**src/hdl/asc_pkg.sv**
```systemverilog
package asc_pkg;

    // ==========================================================
    // configuration word layout
    localparam int CFG_WIDTH = 12;
    localparam int MASK_WIDTH = 8;
    localparam int PM_HI_BIT = 11;
    localparam int PM_LO_BIT = 10;
    localparam int ADDR_HI_BIT = 7;
    localparam int ADDR_LO_BIT = 5;
    localparam int ICFG_HI_BIT = 4;
    localparam int ICFG_LO_BIT = 3;
    localparam int MASK_SEL_BIT = 2;
    localparam int SEQ_EN_BIT = 1;

    // ==========================================================
    // modes and states
    typedef enum logic [1:0] {
        PM_NORMAL = 2'b00,
        PM_AUTO_SD = 2'b01,
        PM_AUTO_STBY = 2'b10,
        PM_FULL_SD = 2'b11
    } asc_pm_type;

    // value is {input_config_hi, input_config_lo}
    typedef enum logic [1:0] {
        IC_SINGLE = 2'b00,
        IC_PSEUDO1 = 2'b01,
        IC_DIFF = 2'b10,
        IC_PSEUDO2 = 2'b11
    } asc_icfg_type;

    typedef enum logic [1:0] {
        ST_SINGLE = 2'b00,
        ST_MASK_WAIT = 2'b01,
        ST_MASK_RUN = 2'b10,
        ST_RANGE_RUN = 2'b11
    } asc_seq_type;

    typedef enum logic [1:0] {
        PW_IDLE = 2'b00,
        PW_WAKE = 2'b01,
        PW_CONV = 2'b10
    } asc_pw_type;

    // {sequence_enable, mask_select} codes of a configuration write
    localparam logic [1:0] SEQCTL_SINGLE = 2'b00;
    localparam logic [1:0] SEQCTL_MASK_PROG = 2'b01;
    localparam logic [1:0] SEQCTL_KEEP = 2'b10;
    localparam logic [1:0] SEQCTL_RANGE = 2'b11;

    // ==========================================================
    // reset values and channel constants
    localparam logic [2:0] ADDR_RST = 3'h0;
    localparam logic [7:0] MASK_RST = 8'h00;
    localparam logic [2:0] LAST_CHAN = 3'h7;
    localparam logic [2:0] CHAN_COMMON_NEG = 3'h7;
    localparam logic [2:0] PAIR_SWAP = 3'h1;
    localparam logic [7:0] PAIR_EVEN_MASK = 8'h55;

    // ==========================================================
    // timing
    localparam int CLK_PERIOD_NS = 100;
    localparam int STANDBY_WAKE_NS = 1000;
    localparam int SHUTDOWN_WAKE_NS = 1000;
    localparam int WAKE_CNT_WIDTH = 8;
    // longest times: round down, never below one cycle
    localparam int STANDBY_WAKE_CYC =
        (STANDBY_WAKE_NS / CLK_PERIOD_NS) < 1 ? 1 :
        (STANDBY_WAKE_NS / CLK_PERIOD_NS);
    localparam int SHUTDOWN_WAKE_CYC =
        (SHUTDOWN_WAKE_NS / CLK_PERIOD_NS) < 1 ? 1 :
        (SHUTDOWN_WAKE_NS / CLK_PERIOD_NS);

endpackage

```
**src/hdl/asc_chan_if.sv**
```systemverilog
`timescale 1ns/10ps
interface asc_chan_if;
    import asc_pkg::*;
    logic [2:0] addr;
    asc_icfg_type icfg;
    logic [2:0] pos;
    logic [2:0] neg;
    logic neg_gnd;

    modport decoder (input addr, input icfg,
                     output pos, output neg, output neg_gnd);
    modport user (output addr, output icfg,
                  input pos, input neg, input neg_gnd);
endinterface

```
**src/hdl/asc_chan_decode.sv**
```systemverilog
`timescale 1ns/10ps
module asc_chan_decode
    import asc_pkg::*;
(
    // channel address and input configuration in, pins out
    asc_chan_if.decoder chan
);

    // ==========================================================
    // address to positive / negative input
    always_comb begin
        chan.pos = chan.addr;
        chan.neg = chan.addr;
        chan.neg_gnd = 1'b0;
        case (chan.icfg)
            IC_SINGLE: begin
                chan.neg_gnd = 1'b1;
            end
            IC_DIFF, IC_PSEUDO1: begin
                // odd address swaps the pair polarity
                chan.neg = chan.addr ^ PAIR_SWAP;
            end
            IC_PSEUDO2: begin
                // address 7 is not a legal pick here
                chan.neg = CHAN_COMMON_NEG;
            end
            default: begin
                chan.neg_gnd = 1'b1;
            end
        endcase
    end

endmodule

```
**src/hdl/asc_seq_power_ctrl.sv**
```systemverilog
`timescale 1ns/10ps
// Contract
// - power mode field selects four modes
// - auto shutdown powers off after conversion
// - auto standby partial, wakes within 1 us
// - full shutdown keeps configuration intact
// - single-ended: address positive, ground negative
// - differential pairs, odd address swaps polarity
// - pseudo mode one pairs like differential
// - pseudo mode two: input 7 negative
// - idle sequencer uses last written address
// - mask-select routes next write to mask
// - keep code leaves running sequence alone
// - range sequence from channel 0 to address
// - mask is eight write-only low bits
// - mask loads only after mask-select write
// - mask bit n enables input n
// - each start advances to next enabled
// - sequence ends on non-keep configuration write
// - paired sequence converts normal polarity only
// - twelve-bit configuration field layout
// - configuration clears to zero at reset
module asc_seq_power_ctrl
    import asc_pkg::*;
#(
    parameter int STBY_WAKE_CYCLES = STANDBY_WAKE_CYC,
    parameter int SD_WAKE_CYCLES = SHUTDOWN_WAKE_CYC
) (
    // clock and reset
    input wire logic i_ref_clk,
    input wire logic i_reset,
    // host parallel write port
    input wire logic i_cs_n,
    input wire logic i_wr_n,
    input wire logic [CFG_WIDTH-1:0] i_data_bus,
    // conversion control
    input wire logic i_convert_start_n,
    input wire logic i_conv_done,
    // conversion request to the converter core
    output logic o_conv_go,
    output logic [2:0] o_conv_pos,
    output logic [2:0] o_conv_neg,
    output logic o_conv_neg_gnd,
    // power control
    output logic o_pw_full,
    output logic o_pw_partial,
    output logic o_pw_off,
    // status
    output logic o_seq_active
);

    localparam logic [WAKE_CNT_WIDTH-1:0] STBY_LOAD =
        WAKE_CNT_WIDTH'(STBY_WAKE_CYCLES - 1);
    localparam logic [WAKE_CNT_WIDTH-1:0] SD_LOAD =
        WAKE_CNT_WIDTH'(SD_WAKE_CYCLES - 1);
    localparam int CHK_WAKE_MAX = STBY_WAKE_CYCLES + 1;

    // ==========================================================
    // helper functions
    // channels the sequencer may visit; pairs only on even side
    function automatic logic [7:0] eligible_set(
        input logic range_mode,
        input logic [7:0] mask,
        input logic [2:0] last,
        input asc_icfg_type icfg
    );
        logic [7:0] set;
        set = 8'h00;
        for (int i = 0; i < MASK_WIDTH; i++) begin
            set[i] = range_mode ? (3'(i) <= last) : mask[i];
        end
        if (icfg == IC_DIFF || icfg == IC_PSEUDO1) begin
            // inverse pair never converted, host sets both bits
            set = set & PAIR_EVEN_MASK;
        end
        return set;
    endfunction

    // lowest enabled channel above cur, else lowest enabled
    function automatic logic [2:0] next_channel(
        input logic [7:0] set,
        input logic [2:0] cur
    );
        logic [2:0] res;
        logic found;
        res = 3'h0;
        found = 1'b0;
        for (int i = MASK_WIDTH - 1; i >= 0; i--) begin
            if (set[i] && 3'(i) > cur) begin
                res = 3'(i);
                found = 1'b1;
            end
        end
        if (!found) begin
            for (int i = MASK_WIDTH - 1; i >= 0; i--) begin
                if (set[i]) begin
                    res = 3'(i);
                end
            end
        end
        return res;
    endfunction

    // ==========================================================
    // pin synchronisers
    logic cs_meta_r, cs_s_r, cs_d_r;
    logic wr_meta_r, wr_s_r, wr_d_r;
    logic cv_meta_r, cv_s_r, cv_d_r;
    logic [CFG_WIDTH-1:0] data_meta_r, data_s_r;

    // data goes through the same two stages as the strobe
    always_ff @(posedge i_ref_clk) begin
        if (i_reset) begin
            cs_meta_r <= 1'b1;
            cs_s_r <= 1'b1;
            cs_d_r <= 1'b1;
            wr_meta_r <= 1'b1;
            wr_s_r <= 1'b1;
            wr_d_r <= 1'b1;
            cv_meta_r <= 1'b1;
            cv_s_r <= 1'b1;
            cv_d_r <= 1'b1;
            data_meta_r <= 12'h000;
            data_s_r <= 12'h000;
        end else begin
            cs_meta_r <= i_cs_n;
            cs_s_r <= cs_meta_r;
            cs_d_r <= cs_s_r;
            wr_meta_r <= i_wr_n;
            wr_s_r <= wr_meta_r;
            wr_d_r <= wr_s_r;
            cv_meta_r <= i_convert_start_n;
            cv_s_r <= cv_meta_r;
            cv_d_r <= cv_s_r;
            data_meta_r <= i_data_bus;
            data_s_r <= data_meta_r;
        end
    end

    // ==========================================================
    // write decode and registers
    logic wr_evt, cfg_wr, mask_wr, cv_fall, accept, seq_running;
    logic [1:0] seqctl;
    asc_pm_type pm_r;
    asc_icfg_type icfg_r;
    asc_seq_type seq_state_r;
    asc_pw_type pw_state_r;
    logic [2:0] addr_r, cur_ch_r, sel_ch;
    logic [7:0] channel_sequence_mask_r, live_set;
    logic [WAKE_CNT_WIDTH-1:0] wake_cnt_r;

    // write taken on rising strobe while chip select was low
    assign wr_evt = wr_s_r & ~wr_d_r & ~cs_d_r;
    // a write right after mask-select always lands in the mask
    assign mask_wr = wr_evt & (seq_state_r == ST_MASK_WAIT);
    assign cfg_wr = wr_evt & (seq_state_r != ST_MASK_WAIT);
    assign seqctl = {data_s_r[SEQ_EN_BIT], data_s_r[MASK_SEL_BIT]};
    assign cv_fall = cv_d_r & ~cv_s_r;
    assign seq_running = (seq_state_r == ST_MASK_RUN) ||
                         (seq_state_r == ST_RANGE_RUN);

    // configuration fields; power modes never clear them
    always_ff @(posedge i_ref_clk) begin
        if (i_reset) begin
            pm_r <= PM_NORMAL;
            addr_r <= ADDR_RST;
            icfg_r <= IC_SINGLE;
        end else if (cfg_wr) begin
            pm_r <= asc_pm_type'(data_s_r[PM_HI_BIT:PM_LO_BIT]);
            addr_r <= data_s_r[ADDR_HI_BIT:ADDR_LO_BIT];
            icfg_r <= asc_icfg_type'(data_s_r[ICFG_HI_BIT:ICFG_LO_BIT]);
        end
    end

    // write-only channel mask, low byte of the bus
    always_ff @(posedge i_ref_clk) begin
        if (i_reset) begin
            channel_sequence_mask_r <= MASK_RST;
        end else if (mask_wr) begin
            channel_sequence_mask_r <= data_s_r[MASK_WIDTH-1:0];
        end
    end

    // ==========================================================
    // sequencer
    assign live_set = eligible_set(seq_state_r == ST_RANGE_RUN,
                                   channel_sequence_mask_r, addr_r,
                                   icfg_r);
    // idle sequencer takes the address of the last write
    assign sel_ch = seq_running ? cur_ch_r : addr_r;

    // a mask or range write in the same cycle as a start wins the channel
    always_ff @(posedge i_ref_clk) begin
        if (i_reset) begin
            seq_state_r <= ST_SINGLE;
            cur_ch_r <= ADDR_RST;
        end else begin
            if (accept && seq_running) begin
                cur_ch_r <= next_channel(live_set, cur_ch_r);
            end
            if (mask_wr) begin
                seq_state_r <= ST_MASK_RUN;
                cur_ch_r <= next_channel(
                    eligible_set(1'b0, data_s_r[MASK_WIDTH-1:0],
                                 addr_r, icfg_r), LAST_CHAN);
            end else if (cfg_wr) begin
                case (seqctl)
                    SEQCTL_SINGLE: begin
                        seq_state_r <= ST_SINGLE;
                    end
                    SEQCTL_MASK_PROG: begin
                        seq_state_r <= ST_MASK_WAIT;
                    end
                    SEQCTL_KEEP: begin
                        seq_state_r <= seq_state_r;
                    end
                    SEQCTL_RANGE: begin
                        seq_state_r <= ST_RANGE_RUN;
                        cur_ch_r <= next_channel(
                            eligible_set(1'b1, MASK_RST,
                                data_s_r[ADDR_HI_BIT:ADDR_LO_BIT],
                                asc_icfg_type'(
                                data_s_r[ICFG_HI_BIT:ICFG_LO_BIT])),
                            LAST_CHAN);
                    end
                    default: begin
                        seq_state_r <= ST_SINGLE;
                    end
                endcase
            end
        end
    end

    // ==========================================================
    // channel decode and sample capture
    asc_chan_if chan ();

    assign chan.addr = sel_ch;
    assign chan.icfg = icfg_r;

    asc_chan_decode u_decode (
        .chan (chan.decoder)
    );

    // inputs are latched at the start edge, the sample instant
    always_ff @(posedge i_ref_clk) begin
        if (i_reset) begin
            o_conv_pos <= ADDR_RST;
            o_conv_neg <= ADDR_RST;
            o_conv_neg_gnd <= 1'b1;
        end else if (accept) begin
            o_conv_pos <= chan.pos;
            o_conv_neg <= chan.neg;
            o_conv_neg_gnd <= chan.neg_gnd;
        end
    end

    // ==========================================================
    // power sequencing
    // starts during wake or conversion are dropped, not queued
    assign accept = cv_fall && (pw_state_r == PW_IDLE) &&
                    (pm_r != PM_FULL_SD);

    always_ff @(posedge i_ref_clk) begin
        if (i_reset) begin
            pw_state_r <= PW_IDLE;
            wake_cnt_r <= '0;
            o_conv_go <= 1'b0;
        end else begin
            o_conv_go <= 1'b0;
            case (pw_state_r)
                PW_IDLE: begin
                    if (accept && pm_r == PM_NORMAL) begin
                        o_conv_go <= 1'b1;
                        pw_state_r <= PW_CONV;
                    end else if (accept) begin
                        wake_cnt_r <= (pm_r == PM_AUTO_STBY) ?
                                      STBY_LOAD : SD_LOAD;
                        pw_state_r <= PW_WAKE;
                    end
                end
                PW_WAKE: begin
                    if (wake_cnt_r == '0) begin
                        o_conv_go <= 1'b1;
                        pw_state_r <= PW_CONV;
                    end else begin
                        wake_cnt_r <= wake_cnt_r - 1'b1;
                    end
                end
                PW_CONV: begin
                    if (i_conv_done) begin
                        pw_state_r <= PW_IDLE;
                    end
                end
                default: begin
                    pw_state_r <= PW_IDLE;
                end
            endcase
        end
    end

    // power rails follow the mode while idle
    always_ff @(posedge i_ref_clk) begin
        if (i_reset) begin
            o_pw_full <= 1'b1;
            o_pw_partial <= 1'b0;
            o_pw_off <= 1'b0;
            o_seq_active <= 1'b0;
        end else begin
            o_seq_active <= seq_running;
            o_pw_full <= (pw_state_r != PW_IDLE) ||
                         (pm_r == PM_NORMAL);
            o_pw_partial <= (pw_state_r == PW_IDLE) &&
                            (pm_r == PM_AUTO_STBY);
            o_pw_off <= (pw_state_r == PW_IDLE) &&
                        (pm_r == PM_AUTO_SD || pm_r == PM_FULL_SD);
        end
    end

    // ==========================================================
    // checks
    chk_normal_on: assert property (
        @(posedge i_ref_clk) disable iff (i_reset)
        pm_r == PM_NORMAL |=> o_pw_full && !o_pw_off && !o_pw_partial)
        else $error("normal mode not fully powered");

    chk_auto_sd_off: assert property (
        @(posedge i_ref_clk) disable iff (i_reset)
        pw_state_r == PW_CONV && i_conv_done && pm_r == PM_AUTO_SD
        ##1 pm_r == PM_AUTO_SD |=> o_pw_off && !o_pw_full)
        else $error("auto shutdown did not power off");

    chk_stby_wake: assert property (
        @(posedge i_ref_clk) disable iff (i_reset)
        accept && pm_r == PM_AUTO_STBY |-> ##[1:CHK_WAKE_MAX] o_conv_go)
        else $error("standby wake too slow");

    chk_full_sd_hold: assert property (
        @(posedge i_ref_clk) disable iff (i_reset)
        pm_r == PM_FULL_SD && !cfg_wr |=> $stable(addr_r) &&
        $stable(icfg_r) && !o_conv_go && pw_state_r == PW_IDLE)
        else $error("full shutdown lost state or converted");

    chk_single_addr: assert property (
        @(posedge i_ref_clk) disable iff (i_reset)
        accept && seq_state_r == ST_SINGLE && icfg_r == IC_SINGLE
        |=> o_conv_pos == $past(addr_r) && o_conv_neg_gnd)
        else $error("single conversion used wrong address");

    chk_pair_swap: assert property (
        @(posedge i_ref_clk) disable iff (i_reset)
        accept && (icfg_r == IC_DIFF || icfg_r == IC_PSEUDO1)
        |=> o_conv_neg == (o_conv_pos ^ PAIR_SWAP) && !o_conv_neg_gnd)
        else $error("pair polarity wrong");

    chk_common_neg: assert property (
        @(posedge i_ref_clk) disable iff (i_reset)
        accept && icfg_r == IC_PSEUDO2
        |=> o_conv_neg == CHAN_COMMON_NEG && !o_conv_neg_gnd)
        else $error("common negative not input 7");

    chk_mask_load: assert property (
        @(posedge i_ref_clk) disable iff (i_reset)
        wr_evt && seq_state_r == ST_MASK_WAIT
        |=> channel_sequence_mask_r == MASK_WIDTH'($past(data_s_r)) &&
        seq_state_r == ST_MASK_RUN)
        else $error("mask write not taken");

    chk_seq_keep: assert property (
        @(posedge i_ref_clk) disable iff (i_reset)
        cfg_wr && seqctl == SEQCTL_KEEP && seq_running
        |=> $stable(seq_state_r))
        else $error("keep write ended the sequence");

    chk_seq_stop: assert property (
        @(posedge i_ref_clk) disable iff (i_reset)
        cfg_wr && seqctl == SEQCTL_SINGLE ##1 !wr_evt [*2]
        |=> !o_seq_active)
        else $error("sequence not stopped");

    chk_normal_only: assert property (
        @(posedge i_ref_clk) disable iff (i_reset)
        accept && seq_running &&
        (icfg_r == IC_DIFF || icfg_r == IC_PSEUDO1)
        |=> o_conv_pos[0] == 1'b0)
        else $error("inverse pair converted in sequence");

    chk_range_start: assert property (
        @(posedge i_ref_clk) disable iff (i_reset)
        cfg_wr && seqctl == SEQCTL_RANGE |=> cur_ch_r == 3'h0)
        else $error("range sequence not starting at 0");

endmodule

```
**config.mk**
```make
export PLATFORM = sky130hd
export DESIGN_NAME = asc_seq_power_ctrl
export DESIGN_NICKNAME = d
export VERILOG_FILES = /design/src/hdl/asc_pkg.sv /design/src/hdl/asc_chan_if.sv /design/src/hdl/asc_chan_decode.sv /design/src/hdl/asc_seq_power_ctrl.sv
export SDC_FILE = /design/constraint.sdc
export NUM_CORES = 1
export LEC_CHECK = 0
export BUFFER_PORTS_ARGS = -buffer_cell sky130_fd_sc_hd__buf_2
export CELL_PAD_IN_SITES_DETAIL_PLACEMENT = 0
export CELL_PAD_IN_SITES_GLOBAL_PLACEMENT = 1
export CORE_MARGIN = 4
export CORE_UTILIZATION = 48
export CTS_CLUSTER_SIZE = 14
export DETAILED_ROUTE_END_ITERATION = 8
export GPL_ROUTABILITY_DRIVEN = 1
export GPL_TIMING_DRIVEN = 1
export PLACE_DENSITY = 0.87
export SYNTH_ARGS = -nofsm -noshare
export SYNTH_HDL_FRONTEND = slang
export SYNTH_SLANG_ARGS = --single-unit
```
**constraint.sdc**
```tcl
create_clock -name i_ref_clk -period 3.52 [get_ports i_ref_clk]
set_clock_uncertainty 0.15 [all_clocks]
set_input_delay 0.176 -clock i_ref_clk [delete_from_list [all_inputs] [get_ports i_ref_clk]]
set_output_delay 0.176 -clock i_ref_clk [all_outputs]
set_load 0.005 [all_outputs]
```
---- Word level (Yosys, flattened, before mapping) ----
Cells that the tools add are included.
cells by class
  multiplexer cells ....................... 82
  $lt $le $gt $ge ......................... 24
  reduce and logical (&&, ||, !) cells .... 33
  add/subtract/negate cells ............... 1
  bitwise operators ....................... 10
  shift operators ......................... 0
  equal/unequal tests ..................... 25
  multiply operators ...................... 0
  divide/modulo/power cells ............... 0
operators with widths
  operator             count
  $mux 3               38
  $mux 8               12
  $le 3x3->1 const A   8
  $mux 1               21
  $eq 2x2->1 const B   10
  $pmux 8 s2           1
  $logic_and 1x1->1    14
  $ne 2x2->1 const B   7
  $eq 2x1->1 const B   6
  $gt 3x3->1 const A   4
  $le 1x3->1 const A   4
  $le 2x3->1 const A   4
  $mux 2               6
  $pmux 2 s3           2
  $logic_not 2->1      4
  $logic_not 8->1      1
  $sub 8x1->8 const B  1
  $gt 1x3->1 const A   2
  $gt 2x3->1 const A   2
  $pmux 3 s2           1
  $reduce_bool 2->1    3
  $and 1x1->1          5
  $logic_or 1x1->1     5
  $not 1->1            5
  7 further kinds      9
word-level totals
  bits in writable memories ............... 0
  bits in latches ......................... 0
  bits of input ports ..................... 18
  bits in registers ....................... 75
  word-level logic and storage cells ...... 203
  bits in read-only memories .............. 0
  output and inout bits ................... 12
  memories kept ........................... 0

---- Longest topological paths before layout ----
  depth after elaboration ................. 25
  depth in mapped cells ................... 9
  mapped depth without buffers ............ 8

---- Cells and area by module ----
A second synthesis with hierarchy kept.
unflattened totals
  cell total of the unflattened synthesis .. 340
  area total of the unflattened synthesis .. 3133.0 µm²
by module, submodules not included
  module              instances  area an instance (µm²)  cells an instance
  asc_seq_power_ctrl  1          3032.9                  327
  asc_chan_decode     1          100.1                   13

---- Worst setup path before layout ----
No wires, ideal clock.
  path kind ............................... flip-flop to flip-flop
  from .................................... register icfg_r[0] (netlist: chan.icfg[0])
  to ...................................... register cur_ch_r[0]
  slack ................................... 1.363 ns
  cell stages (with the launch flop) ...... 10
  arrival ................................. 1.920 ns
  cell sequence ........................... dfxtp_1 inv_1 ha_1 clkbuf_2 nor2b_1 nor2_1 nor2_1 o211a_1 or4_1 o31ai_1
on the way
  longest elaborated chain between the ends .. 25
  elaborated cells on any way between the ends .. 50
  classes of those cells .................. 2 x eq/ne; 43 x mux; 5 x reduce/logical
ends and longest elaborated chain
  element                                          line                       text
  from (decl)                                      asc_seq_power_ctrl.sv:145  asc_icfg_type icfg_r;
  from (signal assigned)                           asc_seq_power_ctrl.sv:171  icfg_r <= asc_icfg_type'(data_s_r[ICFG_HI_BIT:ICFG_LO_BIT]);
  $eq 2x2->1 / $eq 2x1->1 (equally long branches)  asc_seq_power_ctrl.sv:72   if (icfg == IC_DIFF || icfg == IC_PSEUDO1) begin
  $logic_or 1x1->1 *                               asc_seq_power_ctrl.sv:72
  $mux 8                                           asc_seq_power_ctrl.sv:72
  $logic_and 1x1->1                                asc_seq_power_ctrl.sv:89   if (set[i] && 3'(i) > cur) begin
  $mux 3 (8 in series)                             asc_seq_power_ctrl.sv:89
  $mux 3 (8 in series)                             asc_seq_power_ctrl.sv:96   if (set[i]) begin
  $mux 3                                           asc_seq_power_ctrl.sv:94   if (!found) begin
  $mux 3                                           asc_seq_power_ctrl.sv:198  if (accept && seq_running) begin
  $mux 3                                           asc_seq_power_ctrl.sv:207  case (seqctl)
  $mux 3                                           asc_seq_power_ctrl.sv:206  end else if (cfg_wr) begin
  $mux 3 *                                         asc_seq_power_ctrl.sv:201  if (mask_wr) begin
  to (signal assigned)                             asc_seq_power_ctrl.sv:199  cur_ch_r <= next_channel(live_set, cur_ch_r);
  to (signal assigned)                             asc_seq_power_ctrl.sv:203  cur_ch_r <= next_channel(
  to (signal assigned)                             asc_seq_power_ctrl.sv:219  cur_ch_r <= next_channel(
  to (decl)                                        asc_seq_power_ctrl.sv:148  logic [2:0] addr_r, cur_ch_r, sel_ch;
Mark *: on every way between the ends. The rest lies on a longest branch, timed or not. The select of a mux whose other input is x is not followed.
A chain may end at the register's enable or synchronous reset.

---- Worst setup path in the final report ----
Ends and elaborated chain as after synthesis.

==> summary.txt <==
Status
  • Status: finished, final reports clean

Timing
  • Slew headroom: between 50 and 60%
  • Unrepaired setup endpoints after global routing: false
  • Hold Fails Final Rpt: 0
  • Worst slew pin tran: 705 ps
  • Tcrit/Tclk final: 71.7%
  • Setup_tns: 0 ps
  • Final setup violation count: 0
  • Max Freq: 0.396 GHz
  • Tmin final: 2520 ps
  • Final slew viol count: 0

Synthesis
  • Synth Instances: 365
  • Synth Register Bits: just over 70
  • Share of the synthesized area in the top cell type: 45.4%
  • FFs w/ async S/R, synth: 0%
  • Syn Nets: roughly 390
  • Yosys top cell by area: dfxtp_1
  • Synth cell count leaders: 71 x dfxtp_1, 48 x nor2_1, 35 x nand2_1, 33 x a21oi_1, 30 x nor2b_1
  • Synth Flop Type: dfxtp_1
  • Syn Area/Cell: 8.57 µm²
  • Ranking of synthesized cells by area: dfxtp_1 45%, nor2b_1 6.0%, nor2_1 5.8%
  • Netlist Area Pre-Place: 3130 µm²
  • Most common cell in the synthesized netlist: dfxtp_1
  • Post-synthesis sequential area ratio: 45.4%
  • Post-synth EDFFs: 0
  • YS warnings: 0
  • Number of distinct library cells after synthesis: 56

Clock network
  • Post-CTS setup buffer count: 0
  • Clock root buffer: clkbuf_8
  • H-tree depth: 3
  • Clock Pin Slew Worst Setup and Hold Paths: 80 ps
  • CTS tree: done
  • CTS Buffer Depth: 2
  • CTS sink cnt: between 70 and 80
  • Hold_buf cts: 14
  • Post-cts resize count: 0
  • Clock Latency Late Sink: between 300 and 400 ps
  • Num CTS Buffers: 9

Floorplanning
  • Core area: 6350 µm²
  • Row count: 29
  • Die width: 88.7 µm
  • Die footprint: just under 8000 µm²
  • I/O pins: 30
  • Die Ht: 88.7 µm
  • Initial Util: 49.3%

Place
  • Final Wtd Congestion: between 0.8 and 0.9
  • Port Buf Inserts: 27
  • Cell area after placement: 3300 µm²
  • Post-DP HPWL: 4380 µm

Drt
  • Residual DRC: 0
  • Vias per cell: 5.48
  • Post-route ant nets: 0
  • First-pass iteration count of the detailed router: 4
  • Iter 0 DRT Violations: between 100 and 150
  • Post-Route WL: around 6500 µm
  • Via count: 2645
  • Avg WL per Cell: 13.4 µm

Worst setup path
  • Critical path's slowest cell: o311ai_0
  • CP Buf/Inv Count: 2
  • Worst path required time: 3620 ps
  • Arr. time, crit path: between 2000 and 3000 ps
  • CP max stage delay: 480 ps
  • Crit path kind: reg2reg
  • Max FO, Critical Path: 10
  • Setup crit start kind: register
  • Worst-path cell chain: inv_1, ha_1, buf_4, nor2_1, nand2_1, o311ai_0, a41oi_1, a31o_2, o31ai_1
  • Top Family by Delay on Critical Path: compound AO/OA/AOI/OAI gates
  • Worst setup EP type: register

Global route
  • Total track usage: 18.6%
  • GRT overflow: 0
  • Pin count of the biggest net entering global routing: between 40 and 50
  • Antenna violations before repair: 0
  • First-pass GRT wire length: roughly 11000 µm
  • Number of global-route vias before repair: 2510

Finish
  • Antenna fix cells: 0
  • Final core utilization: 57.7%
  • Final instance area: 3660 µm²
  • Share of cells above drive strength 1: 15.3%
  • Area grow syn2layout: 17.2%
  • Fin nets: roughly 420

Pwr
  • Leakage: 1.47 nW
  • Power Total: roughly 0.0016 W
  • VDD IR max: 0.551 mV
  • Power Dens Cells: 444 nW/µm²

Run
  • Max Cap Viol: 0

Min path
  • Hold crit path type: in2reg
-- sequential cells by signal, indices dropped and copies added (netlist names), 2 cells and up --
name,count
addr_r,3
chan.icfg,2
channel_sequence_mask_r,8
cur_ch_r,3
data_meta_r,10
data_s_r,10
o_conv_neg,3
o_conv_pos,3
pm_r,2
pw_state_r,2
seq_state_r,2
wake_cnt_r,8
-- cell usage in the layout, fill, tap and decap left out, drive strengths merged, types with 9 or more instances in the layout --
| master | n |
|---|---|
| nor2 | 48 |
| a211oi | 9 |
| o21ai | 10 |
| or2 | 9 |
| a21oi | 33 |
| inv | 11 |
| nand2 | 35 |
| buf | 30 |
| dlygate4sd3 | 14 |
| clkbuf | 10 |
| nor2b | 30 |
| mux2i | 10 |
| nor3 | 10 |
| dfxtp | 71 |
-- worst reg2reg max path, cell delays in order, from the launching register on --
cell	delay, ps
dfxtp_1	350
inv_1	50
ha_1	430
buf_4	230
nor2_1	250
nand2_1	80
o311ai_0	480
a41oi_1	80
a31o_2	270
o31ai_1	60
-- path summary, 6_finish.rpt --
| path | start | endpoint | slack [ps] | cells past startpoint |
|---|---|---|---|---|
| setup / recovery | chan.icfg[0] | cur_ch_r[0] | 1000 | 9 |
| hold / removal | i_reset | chan.icfg[0] | 200 | 2 |
| setup reg to reg | chan.icfg[0] | cur_ch_r[0] | 1000 | 9 |
| hold reg to reg | wr_meta_r | wr_s_r | 260 | 1 |
-- metal layers --
metal | track usage (%) | routed length, µm | vias to the layer above
li1 | - | - | 1330
met1 | 23.3 | 3110 | 1245
met2 | 29.6 | 2970 | 62
met3 | 6.24 | 298 | 8
met4 | 7.01 | 93 | 0
met5 | 0 | 0 | -
-- through the flow --
step	worst slack [ps]	instances	hold slack (ps)
after floorplan	1360	365	110
after global placement	1040	453	210
after detailed placement	1030	453	211
after CTS	1010	483	191
after global routing	771	483	221
final	997	483	200
-- where the power goes --
group	switching, W	internal, W	leakage, nW	total, W
Sequential	0.00000964	0.000822	0.579	0.000831
Clock	0.000306	0.000422	0.117	0.000728
Combinational	0.0000297	0.0000368	0.779	0.0000665
-- cell families after synthesis --
group                      after synthesis  share of synthesized area (%)
buffers and inverters                   29                           3.96
AOI/OAI and AO/OA                       83                           18.0
DFF                                     71                           45.4
adders and majority gates                4                           1.60
muxes                                   10                           3.20
and+or+nand+nor                        161                           25.8
xor gates and xnor gates                 7                           1.96
-- cell type report --
type / count / area, µm²
tap: 77 / 96.3
fill: 597 / 2690
clock buffer: 10 / 138
inverter: 10 / 37.5
multi-input combinational: 265 / 1580
clock inverter: 6 / 91.3
timing repair buffer: 44 / 298
sequential: 71 / 1420
No activity file was read; power rests on OpenSTA's default activity.
